==> config.mk <==
export PLATFORM = sky130hd
export DESIGN_NAME = bur_top
export DESIGN_NICKNAME = d
export VERILOG_FILES = /design/src/bur_pkg.sv /design/src/bur_top.sv
export SDC_FILE = /design/constraint.sdc
export NUM_CORES = 1
export LEC_CHECK = 0
export ABC_AREA = 1
export BUFFER_PORTS_ARGS = -buffer_cell sky130_fd_sc_hd__buf_2
export CAP_MARGIN = 20
export CORE_MARGIN = 8
export CORE_UTILIZATION = 55
export DETAILED_ROUTE_END_ITERATION = 7
export PLACE_DENSITY_LB_ADDON = 0.05
export SYNTH_ARGS = -nofsm -noshare
export SYNTH_HDL_FRONTEND = slang
export SYNTH_SLANG_ARGS = --single-unit
==> constraint.sdc <==
create_clock -name i_ref_clk -period 6.3 [get_ports i_ref_clk]
set_input_delay 0.63 -clock i_ref_clk [delete_from_list [all_inputs] [get_ports i_ref_clk]]
set_output_delay 0.63 -clock i_ref_clk [all_outputs]
set_load 0.01 [all_outputs]
==> src/bur_pkg.sv <==
// Shared constants and types of the banked UART register block
package bur_pkg;
  // Offsets common to several banks
  localparam logic [2:0] OFF_DATA = 3'h0;
  localparam logic [2:0] OFF_IER  = 3'h1;
  localparam logic [2:0] OFF_EIR  = 3'h2;
  localparam logic [2:0] OFF_LCR  = 3'h3;
  localparam logic [2:0] OFF_MCR  = 3'h4;
  localparam logic [2:0] OFF_LSR  = 3'h5;
  localparam logic [2:0] OFF_MSR  = 3'h6;
  localparam logic [2:0] OFF_AUX  = 3'h7;
  localparam logic [2:0] OFF_DIVL = 3'h0;
  localparam logic [2:0] OFF_DIVH = 3'h1;
  localparam logic [2:0] OFF_X1   = 3'h2;
  localparam logic [2:0] OFF_X2   = 3'h4;
  localparam logic [2:0] OFF_TXLV = 3'h6;
  localparam logic [2:0] OFF_RXLV = 3'h7;
  localparam logic [2:0] OFF_ID   = 3'h0;
  localparam logic [2:0] OFF_SHLC = 3'h1;
  localparam logic [2:0] OFF_SHFC = 3'h2;
  localparam logic [2:0] OFF_IST  = 3'h4;
  // Bank selector codes and field positions
  localparam logic [7:0] BSEL_B2  = 8'hE0;
  localparam logic [7:0] BSEL_B3  = 8'hE4;
  localparam int         LCR_BANK_SELECT_ENABLE = 7;
  localparam int         X1_EXT   = 0;
  localparam int         X1_LOOP  = 4;
  localparam int         MCR_LOOP = 4;
  localparam int         FCR_EN   = 0;
  localparam int         FCR_RXSR = 1;
  localparam int         FCR_TXSR = 2;
  localparam logic [7:0] FCR_KEEP = 8'hF9;
  localparam logic [7:0] IER_LEG  = 8'h0F;
  localparam logic [7:0] IER_EXT  = 8'h2F;
  // Event bit positions
  localparam int EV_RX  = 0;
  localparam int EV_TXL = 1;
  localparam int EV_LS  = 2;
  localparam int EV_MS  = 3;
  localparam int EV_TXE = 5;
  // Reset values
  localparam logic [15:0] RST_DIV  = 16'h0001;
  localparam logic [7:0]  RST_BYTE = 8'h00;
  // Identifier nibbles, values arbitrary
  localparam logic [3:0] MOD_ID = 4'h5;
  localparam logic [3:0] REV_ID = 4'h1;
  // Queue limits, receive thresholds, timeout in bit times
  localparam logic [4:0] TXQ_LIM = 5'h0F;
  localparam logic [4:0] RXQ_LIM = 5'h10;
  localparam logic [4:0] THR_0   = 5'h01;
  localparam logic [4:0] THR_1   = 5'h04;
  localparam logic [4:0] THR_2   = 5'h08;
  localparam logic [4:0] THR_3   = 5'h0E;
  localparam logic [5:0] TOUT_BITS = 6'h28;

  typedef struct packed {
    logic       sbrk;
    logic       stkp;
    logic       eps;
    logic       pen;
    logic       stb;
    logic [1:0] wls;
  } bur_line_t;

  typedef struct packed {
    logic       brk;
    logic       fe;
    logic       pe;
    logic [7:0] data;
  } bur_rxw_t;

  typedef enum logic [2:0] {
    S_IDLE  = 3'b000,
    S_START = 3'b001,
    S_DATA  = 3'b011,
    S_PAR   = 3'b010,
    S_STOP  = 3'b110
  } bur_st_t;
endpackage : bur_pkg

==> src/bur_top.sv <==
// Banked UART register interface with transmitter, receiver and queues
//
// Local design decision: the strobed register port.
`timescale 1ns/100ps
module bur_top import bur_pkg::*; (
  // Clock and reset
  input  wire logic       i_ref_clk,
  input  wire logic       i_rst,
  // Register port
  input  wire logic [2:0] i_addr,
  input  wire logic [7:0] i_wdata,
  input  wire logic       i_wr,
  input  wire logic       i_rd,
  output logic      [7:0] o_rdata,
  // Serial line and modem pins, modem order dcd ri dsr cts
  input  wire logic       i_sin,
  input  wire logic [3:0] i_modem,
  output logic            o_sout,
  output logic            o_rts,
  output logic            o_dtr,
  // Interrupt
  output logic            o_irq
);

  logic [7:0]  bsel_ff, ier_ff, fcr_ff, mcr_ff, spr_ff, x1_ff, x2_ff, ist_ff, rdata_ff;
  bur_line_t   line_ff;
  logic [15:0] ldiv_ff, xdiv_ff, tk_ff, rc_ff;
  logic [7:0]  txq [16];
  bur_rxw_t    rxq [16];
  logic [3:0]  twp_ff, trp_ff, rwp_ff, rrp_ff;
  logic [4:0]  tq_n_ff, rq_n_ff;
  bur_st_t     tst_ff, rst_ff;
  logic [7:0]  tsh_ff, rsh_ff;
  logic [2:0]  tbit_ff, rbit_ff;
  logic        tpar_ff, txo_ff, rpe_ff, tout_ff, txe_ff;
  logic        s1_ff, s2_ff, rprev_ff;
  logic [3:0]  m1_ff, m2_ff, mprev_ff, msd_ff, lerr_ff;
  logic [5:0]  to_ff;
  logic        sout_ff, rts_ff, dtr_ff, irq_ff;

  logic [1:0]  bank;
  logic        ext, lpbk, fen, tick, rxin;
  logic [15:0] bt;
  logic [2:0]  lastb;
  logic [4:0]  tlim, rlim, thr;
  logic        lcr_wr, txd_wr, fcr_wr, rxd_rd, lsr_rd, msr_rd;
  logic        tx_clr, rx_clr, tx_push, tx_pop, rx_done, rx_push, rx_pop, tout_set;
  logic [7:0]  rdat, ev, mux, event_identification;
  logic [3:0]  msd_set;
  logic [3:0]  lerr_set;

  function automatic logic parbit(input logic [7:0] d, input bur_line_t l);
    logic [7:0] m;
    m = 8'hFF >> (2'd3 - l.wls);
    parbit = l.stkp ? ~l.eps : (^(d & m)) ^ ~l.eps;
  endfunction : parbit

  always_comb begin
    if (!bsel_ff[7]) begin
      bank = 2'd0;
    end else if (!bsel_ff[6] || bsel_ff[1] || bsel_ff[0]) begin
      bank = 2'd1;
    end else if (bsel_ff == BSEL_B2) begin
      bank = 2'd2;
    end else if (bsel_ff == BSEL_B3) begin
      bank = 2'd3;
    end else begin
      bank = 2'd0;
    end
  end

  assign ext   = x1_ff[X1_EXT];
  assign lpbk  = ext ? x1_ff[X1_LOOP] : mcr_ff[MCR_LOOP];
  assign fen   = fcr_ff[FCR_EN];
  assign tlim  = fen ? TXQ_LIM : 5'h01;
  assign rlim  = fen ? RXQ_LIM : 5'h01;
  assign lastb = {1'b0, line_ff.wls} + 3'd4;
  // offset 3 decoded in every bank
  assign lcr_wr = i_wr && i_addr == OFF_LCR;
  assign txd_wr = i_wr && bank == 2'd0 && i_addr == OFF_DATA;
  assign rxd_rd = i_rd && bank == 2'd0 && i_addr == OFF_DATA;
  assign fcr_wr = i_wr && bank == 2'd0 && i_addr == OFF_EIR;
  assign lsr_rd = i_rd && bank == 2'd0 && i_addr == OFF_LSR;
  assign msr_rd = i_rd && bank == 2'd0 && i_addr == OFF_MSR;
  // Changing the enable flushes both queues so no stale depth survives
  assign tx_clr = fcr_wr && (i_wdata[FCR_TXSR] || i_wdata[FCR_EN] != fen);
  assign rx_clr = fcr_wr && (i_wdata[FCR_RXSR] || i_wdata[FCR_EN] != fen);

  always_comb begin
    case (fcr_ff[7:6])
      2'd0:    thr = THR_0;
      2'd1:    thr = THR_1;
      2'd2:    thr = THR_2;
      default: thr = THR_3;
    endcase
  end

  // Configuration registers
  always_ff @(posedge i_ref_clk or posedge i_rst) begin
    if (i_rst) begin
      bsel_ff <= RST_BYTE;
      line_ff <= bur_line_t'(7'h00);
      ier_ff  <= RST_BYTE;
      fcr_ff  <= RST_BYTE;
      mcr_ff  <= RST_BYTE;
      spr_ff  <= RST_BYTE;
      x1_ff   <= RST_BYTE;
      x2_ff   <= RST_BYTE;
      ldiv_ff <= RST_DIV;
      xdiv_ff <= RST_DIV;
    end else begin
      // bank code does not touch line settings
      if (lcr_wr) begin
        bsel_ff <= i_wdata;
        if (!i_wdata[LCR_BANK_SELECT_ENABLE]) begin
          line_ff <= bur_line_t'(i_wdata[6:0]);
        end
      end
      if (i_wr) begin
        case (bank)
          2'd0: begin
            case (i_addr)
              OFF_IER: ier_ff <= i_wdata & (ext ? IER_EXT : IER_LEG);
              OFF_EIR: fcr_ff <= i_wdata & FCR_KEEP;
              OFF_MCR: mcr_ff <= i_wdata;
              OFF_AUX: if (!ext) begin
                spr_ff <= i_wdata;
              end
              default: ;
            endcase
          end
          2'd1: begin
            if (i_addr == OFF_DIVL) begin
              ldiv_ff[7:0] <= i_wdata;
            end
            if (i_addr == OFF_DIVH) begin
              ldiv_ff[15:8] <= i_wdata;
            end
          end
          2'd2: begin
            case (i_addr)
              OFF_DIVL: xdiv_ff[7:0]  <= i_wdata;
              OFF_DIVH: xdiv_ff[15:8] <= i_wdata;
              OFF_X1:   x1_ff         <= i_wdata;
              OFF_X2:   x2_ff         <= i_wdata;
              default: ;
            endcase
          end
          default: ;
        endcase
      end
    end
  end

  // Bit tick; a zero divisor is taken as one, a smaller divisor reloads at once
  assign bt   = ((ext ? xdiv_ff : ldiv_ff) == 16'h0000) ? 16'h0001 : (ext ? xdiv_ff : ldiv_ff);
  assign tick = tk_ff == 16'h0000;

  always_ff @(posedge i_ref_clk or posedge i_rst) begin
    if (i_rst) begin
      tk_ff <= 16'h0000;
    end else begin
      tk_ff <= (tick || tk_ff >= bt) ? bt - 16'h0001 : tk_ff - 16'h0001;
    end
  end

  // Transmit queue
  assign tx_push = txd_wr && tq_n_ff < tlim;
  assign tx_pop  = tst_ff == S_IDLE && tick && tq_n_ff != 5'h00;

  always_ff @(posedge i_ref_clk) begin
    if (tx_push) begin
      txq[twp_ff] <= i_wdata;
    end
  end

  always_ff @(posedge i_ref_clk or posedge i_rst) begin
    if (i_rst) begin
      twp_ff  <= 4'h0;
      trp_ff  <= 4'h0;
      tq_n_ff <= 5'h00;
    end else if (tx_clr) begin
      twp_ff  <= 4'h0;
      trp_ff  <= 4'h0;
      tq_n_ff <= 5'h00;
    end else begin
      twp_ff  <= twp_ff + {3'h0, tx_push};
      trp_ff  <= trp_ff + {3'h0, tx_pop};
      tq_n_ff <= tq_n_ff + {4'h0, tx_push} - {4'h0, tx_pop};
    end
  end

  // transmit framing, one state per bit tick
  always_ff @(posedge i_ref_clk or posedge i_rst) begin
    if (i_rst) begin
      tst_ff  <= S_IDLE;
      tsh_ff  <= 8'h00;
      tbit_ff <= 3'h0;
      tpar_ff <= 1'b0;
      txo_ff  <= 1'b1;
    end else if (tick) begin
      case (tst_ff)
        S_IDLE: if (tx_pop) begin
          tsh_ff  <= txq[trp_ff];
          tpar_ff <= parbit(txq[trp_ff], line_ff);
          txo_ff  <= 1'b0;
          tst_ff  <= S_START;
        end
        S_START: begin
          txo_ff  <= tsh_ff[0];
          tbit_ff <= 3'h0;
          tst_ff  <= S_DATA;
        end
        S_DATA: begin
          tsh_ff <= tsh_ff >> 1;
          if (tbit_ff != lastb) begin
            tbit_ff <= tbit_ff + 3'd1;
            txo_ff  <= tsh_ff[1];
          end else if (line_ff.pen) begin
            txo_ff <= tpar_ff;
            tst_ff <= S_PAR;
          end else begin
            txo_ff <= 1'b1;
            tst_ff <= line_ff.stb ? S_STOP : S_IDLE;
          end
        end
        S_PAR: begin
          txo_ff <= 1'b1;
          tst_ff <= line_ff.stb ? S_STOP : S_IDLE;
        end
        S_STOP: tst_ff <= S_IDLE;
        default: tst_ff <= S_IDLE;
      endcase
    end
  end

  // Input synchronisers
  always_ff @(posedge i_ref_clk or posedge i_rst) begin
    if (i_rst) begin
      s1_ff    <= 1'b1;
      s2_ff    <= 1'b1;
      rprev_ff <= 1'b1;
      m1_ff    <= 4'h0;
      m2_ff    <= 4'h0;
      mprev_ff <= 4'h0;
    end else begin
      s1_ff    <= i_sin;
      s2_ff    <= s1_ff;
      rprev_ff <= rxin;
      m1_ff    <= i_modem;
      m2_ff    <= m1_ff;
      mprev_ff <= m2_ff;
    end
  end

  assign rxin    = lpbk ? txo_ff : s2_ff;
  assign rdat    = rsh_ff >> (2'd3 - line_ff.wls);
  assign rx_done = rst_ff == S_STOP && rc_ff == 16'h0000;

  always_ff @(posedge i_ref_clk or posedge i_rst) begin
    if (i_rst) begin
      rst_ff  <= S_IDLE;
      rc_ff   <= 16'h0000;
      rsh_ff  <= 8'h00;
      rbit_ff <= 3'h0;
      rpe_ff  <= 1'b0;
    end else if (rst_ff == S_IDLE) begin
      if (rprev_ff && !rxin) begin
        rc_ff  <= bt >> 1;
        rst_ff <= S_START;
      end
    end else if (rc_ff != 16'h0000) begin
      rc_ff <= rc_ff - 16'h0001;
    end else begin
      rc_ff <= bt - 16'h0001;
      case (rst_ff)
        S_START: begin
          rbit_ff <= 3'h0;
          rpe_ff  <= 1'b0;
          rst_ff  <= rxin ? S_IDLE : S_DATA;
        end
        S_DATA: begin
          rsh_ff <= {rxin, rsh_ff[7:1]};
          if (rbit_ff != lastb) begin
            rbit_ff <= rbit_ff + 3'd1;
          end else begin
            rst_ff <= line_ff.pen ? S_PAR : S_STOP;
          end
        end
        S_PAR: begin
          rpe_ff <= rxin ^ parbit(rdat, line_ff);
          rst_ff <= S_STOP;
        end
        default: rst_ff <= S_IDLE;
      endcase
    end
  end

  // Receive queue, overrun drops the new character
  assign rx_push = rx_done && rq_n_ff < rlim && !rx_clr;
  assign rx_pop  = rxd_rd && rq_n_ff != 5'h00;

  always_ff @(posedge i_ref_clk) begin
    if (rx_push) begin
      rxq[rwp_ff] <= '{brk: !rxin && rdat == 8'h00, fe: !rxin, pe: rpe_ff, data: rdat};
    end
  end

  always_ff @(posedge i_ref_clk or posedge i_rst) begin
    if (i_rst) begin
      rwp_ff  <= 4'h0;
      rrp_ff  <= 4'h0;
      rq_n_ff <= 5'h00;
    end else if (rx_clr) begin
      rwp_ff  <= 4'h0;
      rrp_ff  <= 4'h0;
      rq_n_ff <= 5'h00;
    end else begin
      rwp_ff  <= rwp_ff + {3'h0, rx_push};
      rrp_ff  <= rrp_ff + {3'h0, rx_pop};
      rq_n_ff <= rq_n_ff + {4'h0, rx_push} - {4'h0, rx_pop};
    end
  end

  // receive timeout after idle bit times
  assign tout_set = tick && to_ff == TOUT_BITS - 6'h01 && !rx_push && !rx_pop && rq_n_ff != 5'h00;

  always_ff @(posedge i_ref_clk or posedge i_rst) begin
    if (i_rst) begin
      to_ff   <= 6'h00;
      tout_ff <= 1'b0;
    end else begin
      if (rx_push || rx_pop || rq_n_ff == 5'h00 || rst_ff != S_IDLE) begin
        to_ff <= 6'h00;
      end else if (tick && to_ff != TOUT_BITS) begin
        to_ff <= to_ff + 6'h01;
      end
      tout_ff <= tout_set || (tout_ff && !rx_pop &&
                 !(i_wr && ext && bank == 2'd0 && i_addr == OFF_AUX && i_wdata[0]));
    end
  end

  // Sticky line errors and modem deltas; a new event beats the read clear
  assign lerr_set = rx_done ? {!rxin && rdat == 8'h00, !rxin, rpe_ff, rq_n_ff >= rlim} : 4'h0;
  assign msd_set  = {m2_ff[3] ^ mprev_ff[3], mprev_ff[2] & ~m2_ff[2],
                     m2_ff[1] ^ mprev_ff[1], m2_ff[0] ^ mprev_ff[0]};

  always_ff @(posedge i_ref_clk or posedge i_rst) begin
    if (i_rst) begin
      lerr_ff <= 4'h0;
      msd_ff  <= 4'h0;
      txe_ff  <= 1'b1;
    end else begin
      lerr_ff <= (lsr_rd ? 4'h0 : lerr_ff) | lerr_set;
      msd_ff  <= (msr_rd ? 4'h0 : msd_ff) | msd_set;
      txe_ff  <= tst_ff == S_IDLE && tq_n_ff == 5'h00;
    end
  end

  // Interrupt status: set wins over write-one clear
  always_comb begin
    ev         = 8'h00;
    ev[EV_RX]  = (rx_push && rq_n_ff + 5'h01 >= (fen ? thr : 5'h01)) || tout_set;
    ev[EV_TXL] = tx_pop && tq_n_ff == 5'h01;
    ev[EV_LS]  = |lerr_set;
    ev[EV_MS]  = |msd_set;
    ev[EV_TXE] = !txe_ff && tst_ff == S_IDLE && tq_n_ff == 5'h00;
  end

  always_ff @(posedge i_ref_clk or posedge i_rst) begin
    if (i_rst) begin
      ist_ff <= 8'h00;
      irq_ff <= 1'b0;
    end else begin
      ist_ff <= (ist_ff & ~((i_wr && bank == 2'd1 && i_addr == OFF_IST) ? i_wdata : 8'h00)) | ev;
      irq_ff <= |(ist_ff & ier_ff);
    end
  end

  // legacy identification is a priority code
  always_comb begin
    event_identification = {fen, fen, 6'h01};
    if ((ist_ff[EV_LS] && ier_ff[EV_LS])) begin
      event_identification[3:0] = 4'h6;
    end else if (ist_ff[EV_RX] && ier_ff[EV_RX]) begin
      event_identification[3:0] = {tout_ff, 3'h4};
    end else if (ist_ff[EV_TXL] && ier_ff[EV_TXL]) begin
      event_identification[3:0] = 4'h2;
    end else if (ist_ff[EV_MS] && ier_ff[EV_MS]) begin
      event_identification[3:0] = 4'h0;
    end
  end

  always_comb begin
    mux = 8'h00;
    if (i_addr == OFF_LCR) begin
      mux = bsel_ff[LCR_BANK_SELECT_ENABLE] ? bsel_ff : {1'b0, line_ff};
    end else begin
      case (bank)
        2'd0: begin
          case (i_addr)
            OFF_DATA: mux = rxq[rrp_ff].data;
            OFF_IER:  mux = ier_ff;
            OFF_EIR:  mux = ext ? (ist_ff & ier_ff) : event_identification;
            OFF_MCR:  mux = ext ? {4'h0, mcr_ff[3], 1'b0, mcr_ff[1:0]} : mcr_ff;
            OFF_LSR:  mux = {|lerr_ff[3:1], txe_ff, tq_n_ff == 5'h00, lerr_ff, rq_n_ff != 5'h00};
            OFF_MSR:  mux = {m2_ff, msd_ff};
            OFF_AUX:  mux = ext ? {7'h00, tout_ff} : spr_ff;
            default:  mux = 8'h00;
          endcase
        end
        2'd1: begin
          case (i_addr)
            OFF_DIVL: mux = ldiv_ff[7:0];
            OFF_DIVH: mux = ldiv_ff[15:8];
            OFF_IST:  mux = ist_ff;
            default:  mux = 8'h00;
          endcase
        end
        2'd2: begin
          case (i_addr)
            OFF_DIVL: mux = xdiv_ff[7:0];
            OFF_DIVH: mux = xdiv_ff[15:8];
            OFF_X1:   mux = x1_ff;
            OFF_X2:   mux = x2_ff;
            OFF_TXLV: mux = {4'h0, tq_n_ff[3:0]};
            OFF_RXLV: mux = {3'h0, rq_n_ff};
            default:  mux = 8'h00;
          endcase
        end
        default: begin
          case (i_addr)
            OFF_ID:   mux = {MOD_ID, REV_ID};
            OFF_SHLC: mux = {bsel_ff[LCR_BANK_SELECT_ENABLE], line_ff};
            OFF_SHFC: mux = fcr_ff;
            default:  mux = 8'h00;
          endcase
        end
      endcase
    end
  end

  // Output flops; loopback holds the line at mark
  always_ff @(posedge i_ref_clk or posedge i_rst) begin
    if (i_rst) begin
      rdata_ff <= 8'h00;
      sout_ff  <= 1'b1;
      rts_ff   <= 1'b0;
      dtr_ff   <= 1'b0;
    end else begin
      rdata_ff <= i_rd ? mux : 8'h00;
      sout_ff  <= lpbk || (txo_ff && !line_ff.sbrk);
      rts_ff   <= mcr_ff[1] && !lpbk;
      dtr_ff   <= mcr_ff[0] && !lpbk;
    end
  end

  assign o_rdata = rdata_ff;
  assign o_sout  = sout_ff;
  assign o_rts   = rts_ff;
  assign o_dtr   = dtr_ff;
  assign o_irq   = irq_ff;

endmodule : bur_top

==> results.yml <==
placed_design:
  dp_hpwl_um: 45400
  io_buffer_count: 31
  routabilityCongestion: 0.9637
synth:
  yosys.cell_types.count: 55
  synth-edff-count: 256
  yosysTopAreaCell: "edfxtp_1"
  synth.net_count: 2629
  netlist_instances: 2545
  yosysWarnings: 0
  synth-seq-cells: 486
  ys_seq_area_frac: 0.5694
  synth_area_per_cell_um2: 9.283
  async_reset_ff_frac: 0.4733
  syn-cell-area_um2: 23630
  ys.flop_type: "edfxtp_1"
  synth_area_leaders: "edfxtp_1 (33%), dfrtp_1 (24%), nand2_1 (9.0%)"
  synth_top_area_share: 0.3254
drt:
  drt_first_iter_violations: 1755
  drt-pass1-iter-count: 6
  drc: 0
  drtAntennaViolNets: 0
  vias: 18010
  route.detailed.wl_per_inst_um: 20.91
  via_per_inst: 5.728
  totalWireLength_um: 65730
cts:
  cts_root_buffer: "clkbuf_16"
  numCtsBuffers: 50
  ctsResizeCount: 0
  cts.sinks: 486
  htree_levels: 2
  clk_pin_slew_ns: 0.06
  clockBufferDepth: 3
  post-cts-setup-buffer-count: 0
  holdBufCountCts: 0
  cts_tree: "built"
  worstSkewPairLatency_ns: 0.60
worst_setup_path:
  crit_path_start: "x1_ff[0]"
  critPathCaptureType: "flip-flop"
  r2r-start: "x1_ff[0]"
  worstSetupEndpoint: "tk_ff[6]"
  cp-start-kind: "flip-flop"
  reg2reg_slack_ns: 2.16
  crit_type: "flip-flop to flip-flop"
  path_buf_inv: 4
  worstPathArrival_ns: 4.65
  path_cells: "buf_4 -> nand2_1 -> o21a_1 -> inv_1 -> nand4_1 -> nor2_1 -> nand3_1 -> nand2_2 -> ha_1 -> inv_1 -> a21oi_1 -> o21ai_0 -> nand2_1 -> o211ai_1 -> a221oi_1 -> nand3_1 -> inv_1 -> o21ai_0 -> o21ai_0"
  r2r_cells: 19
  path_delay_family: "simple AND/OR/NAND/NOR gates"
  r2r-end: "tk_ff[6]"
  worstPathRequired_ns: 6.82
  crit_cells: 19
  path_max_fanout: 28
  critPathMaxStageDelay_ns: 0.56
  cpMaxStageDelayCell: "dfrtp_1"
layout:
  layout_commonest_cell: "nand2_1"
  num-nets-final: 2640
  antenna_cells: 0
  area_delta_synth_final_pct: 9.792
  fill_cells: 3679
  final_cell_mix: "nand2_1 (568), inv_1 (270), edfxtp_1 (256)"
  drive_above_1_share: 0.07544
sta:
  rsz0062_at_grt: "false"
  min_period_ns: 4.136
  worst_slew_pin_slew_ns: 1.029
  slew_headroom: 0.3138
  whs_ns: 0.1343
  period_share: 0.6564
  max_freq_mhz: 241.8
  setup_viol: 0
  clock_skew_ns: 0.01509
  hold_viol: 0
  drv_slew: 0
  setup_tns_ns: 0
floorplan:
  rows: 76
  start_util: 0.5533
  dieHeight_um: 223.3
  die_w_um: 223.3
  core_area_um2: 42700
  dieArea_um2: 49840
  ioPinCount: 32
global_routing:
  grt_start_max_net_pins: 118
  grt_pass1_wl_um: 103400
  grt-ovfl-total: 0
  grt_pass1_vias: 17680
  antenna_found_initial: 0
  track_usage: 0.2663
pwr:
  p_leak_nw: 11.16
  power_per_cell_area_nw_per_um2: 397.0
  vdd_ir_drop_max_mv: 0.2884
status:
  outcome: "complete, no violations"
min_path:
  hold_path_class: "primary input to flip-flop"
job:
  drv_cap: 0
==> per-stage QoR <==
step | total power, mW | worst slack (ns) | util | area [um2] | instances
3_5_place_dp | 7.280 | 2.251 | 0.5670 | 24210 | 3048
5_1_grt | 10.94 | 1.726 | 0.6075 | 25940 | 3144
2_1_floorplan | 6.309 | 2.669 | - | 23630 | 2545
3_3_place_gp | 7.203 | 2.372 | 0.5667 | 24200 | 3047
4_1_cts | 10.33 | 2.220 | 0.6069 | 25910 | 3142
6_report | 10.30 | 2.164 | 0.6075 | 25940 | 3144
==> kinds of logic after synthesis <==
group,after synthesis,synth area share
compound gates,493,0.1230
xor+xnor,55,0.02039
fa+ha+maj,64,0.03453
buf+inv,376,0.06255
flops,486,0.5694
mux,1,0.0004237
simple gates,1070,0.1897
==> worst min-delay path by stage <==
stage               end  cells past startpoint  slack (ns)       start
2_1_floorplan  m2_ff[0]                      0        0.33    m1_ff[0]
3_3_place_gp   m2_ff[0]                      0        0.33    m1_ff[0]
3_5_place_dp   m2_ff[0]                      0        0.34    m1_ff[0]
4_1_cts        m1_ff[3]                      1        0.11  i_modem[3]
5_1_grt        m1_ff[3]                      1        0.11  i_modem[3]
6_report       m1_ff[3]                      1        0.13  i_modem[3]
==> synth_stat cells, types with 10 or more instances <==
cell type and instances:
nand2_1 568, inv_1 271, edfxtp_1 256, nor2_1 255, o21ai_0 247, dfrtp_1 222
nand3_1 155, a21oi_1 65, ha_1 62, clkbuf_1 59, o211ai_1 46, xor2_1 45
o21ai_1 27, nor3_1 25, buf_2 21, nand4_1 19, o22ai_1 19, o221ai_1 16
a221oi_1 15, inv_2 13, nor2_2 10, xnor2_1 10
==> registers in the layout (all words and copies together), names as in the netlist, 16 cells and up <==
register / flops
ldiv_ff: 16
rc_ff: 16
rxq: 128
tk_ff: 16
txq: 128
xdiv_ff: 16
==> per-layer routing <==
| metal | track usage | vias up | share of wire | wire length (um) |
|---|---|---|---|---|
| met5 | 0 | - | 0 | 0 |
| met4 | 0.08730 | 0 | 0.033 | 2195 |
| met3 | 0.05594 | 116 | 0.060 | 3928 |
| met2 | 0.4307 | 479 | 0.47 | 31000 |
| met1 | 0.3564 | 8802 | 0.44 | 28600 |
| li1 | - | 8611 | - | - |
==> power breakdown <==
part	internal (mW)	total [mW]	switching, mW
logic	1.01	3.08	2.07
registers	3.77	4.19	0.417
clock network	1.78	3.03	1.26
total	6.56	10.3	3.74
==> cell type report <==
cell class              instances  area (um2)  area share
inverters                     288        1087     0.04192
repair buffers                 47       304.0     0.01172
clock inverters                18       200.2    0.007718
flip-flops and latches        486       13460      0.5187
clock buffers                  76        1503     0.05793
multi-input cells            1683        8706      0.3356
well taps                     546       683.2     0.02634
(Power assumes the default switching activity.)
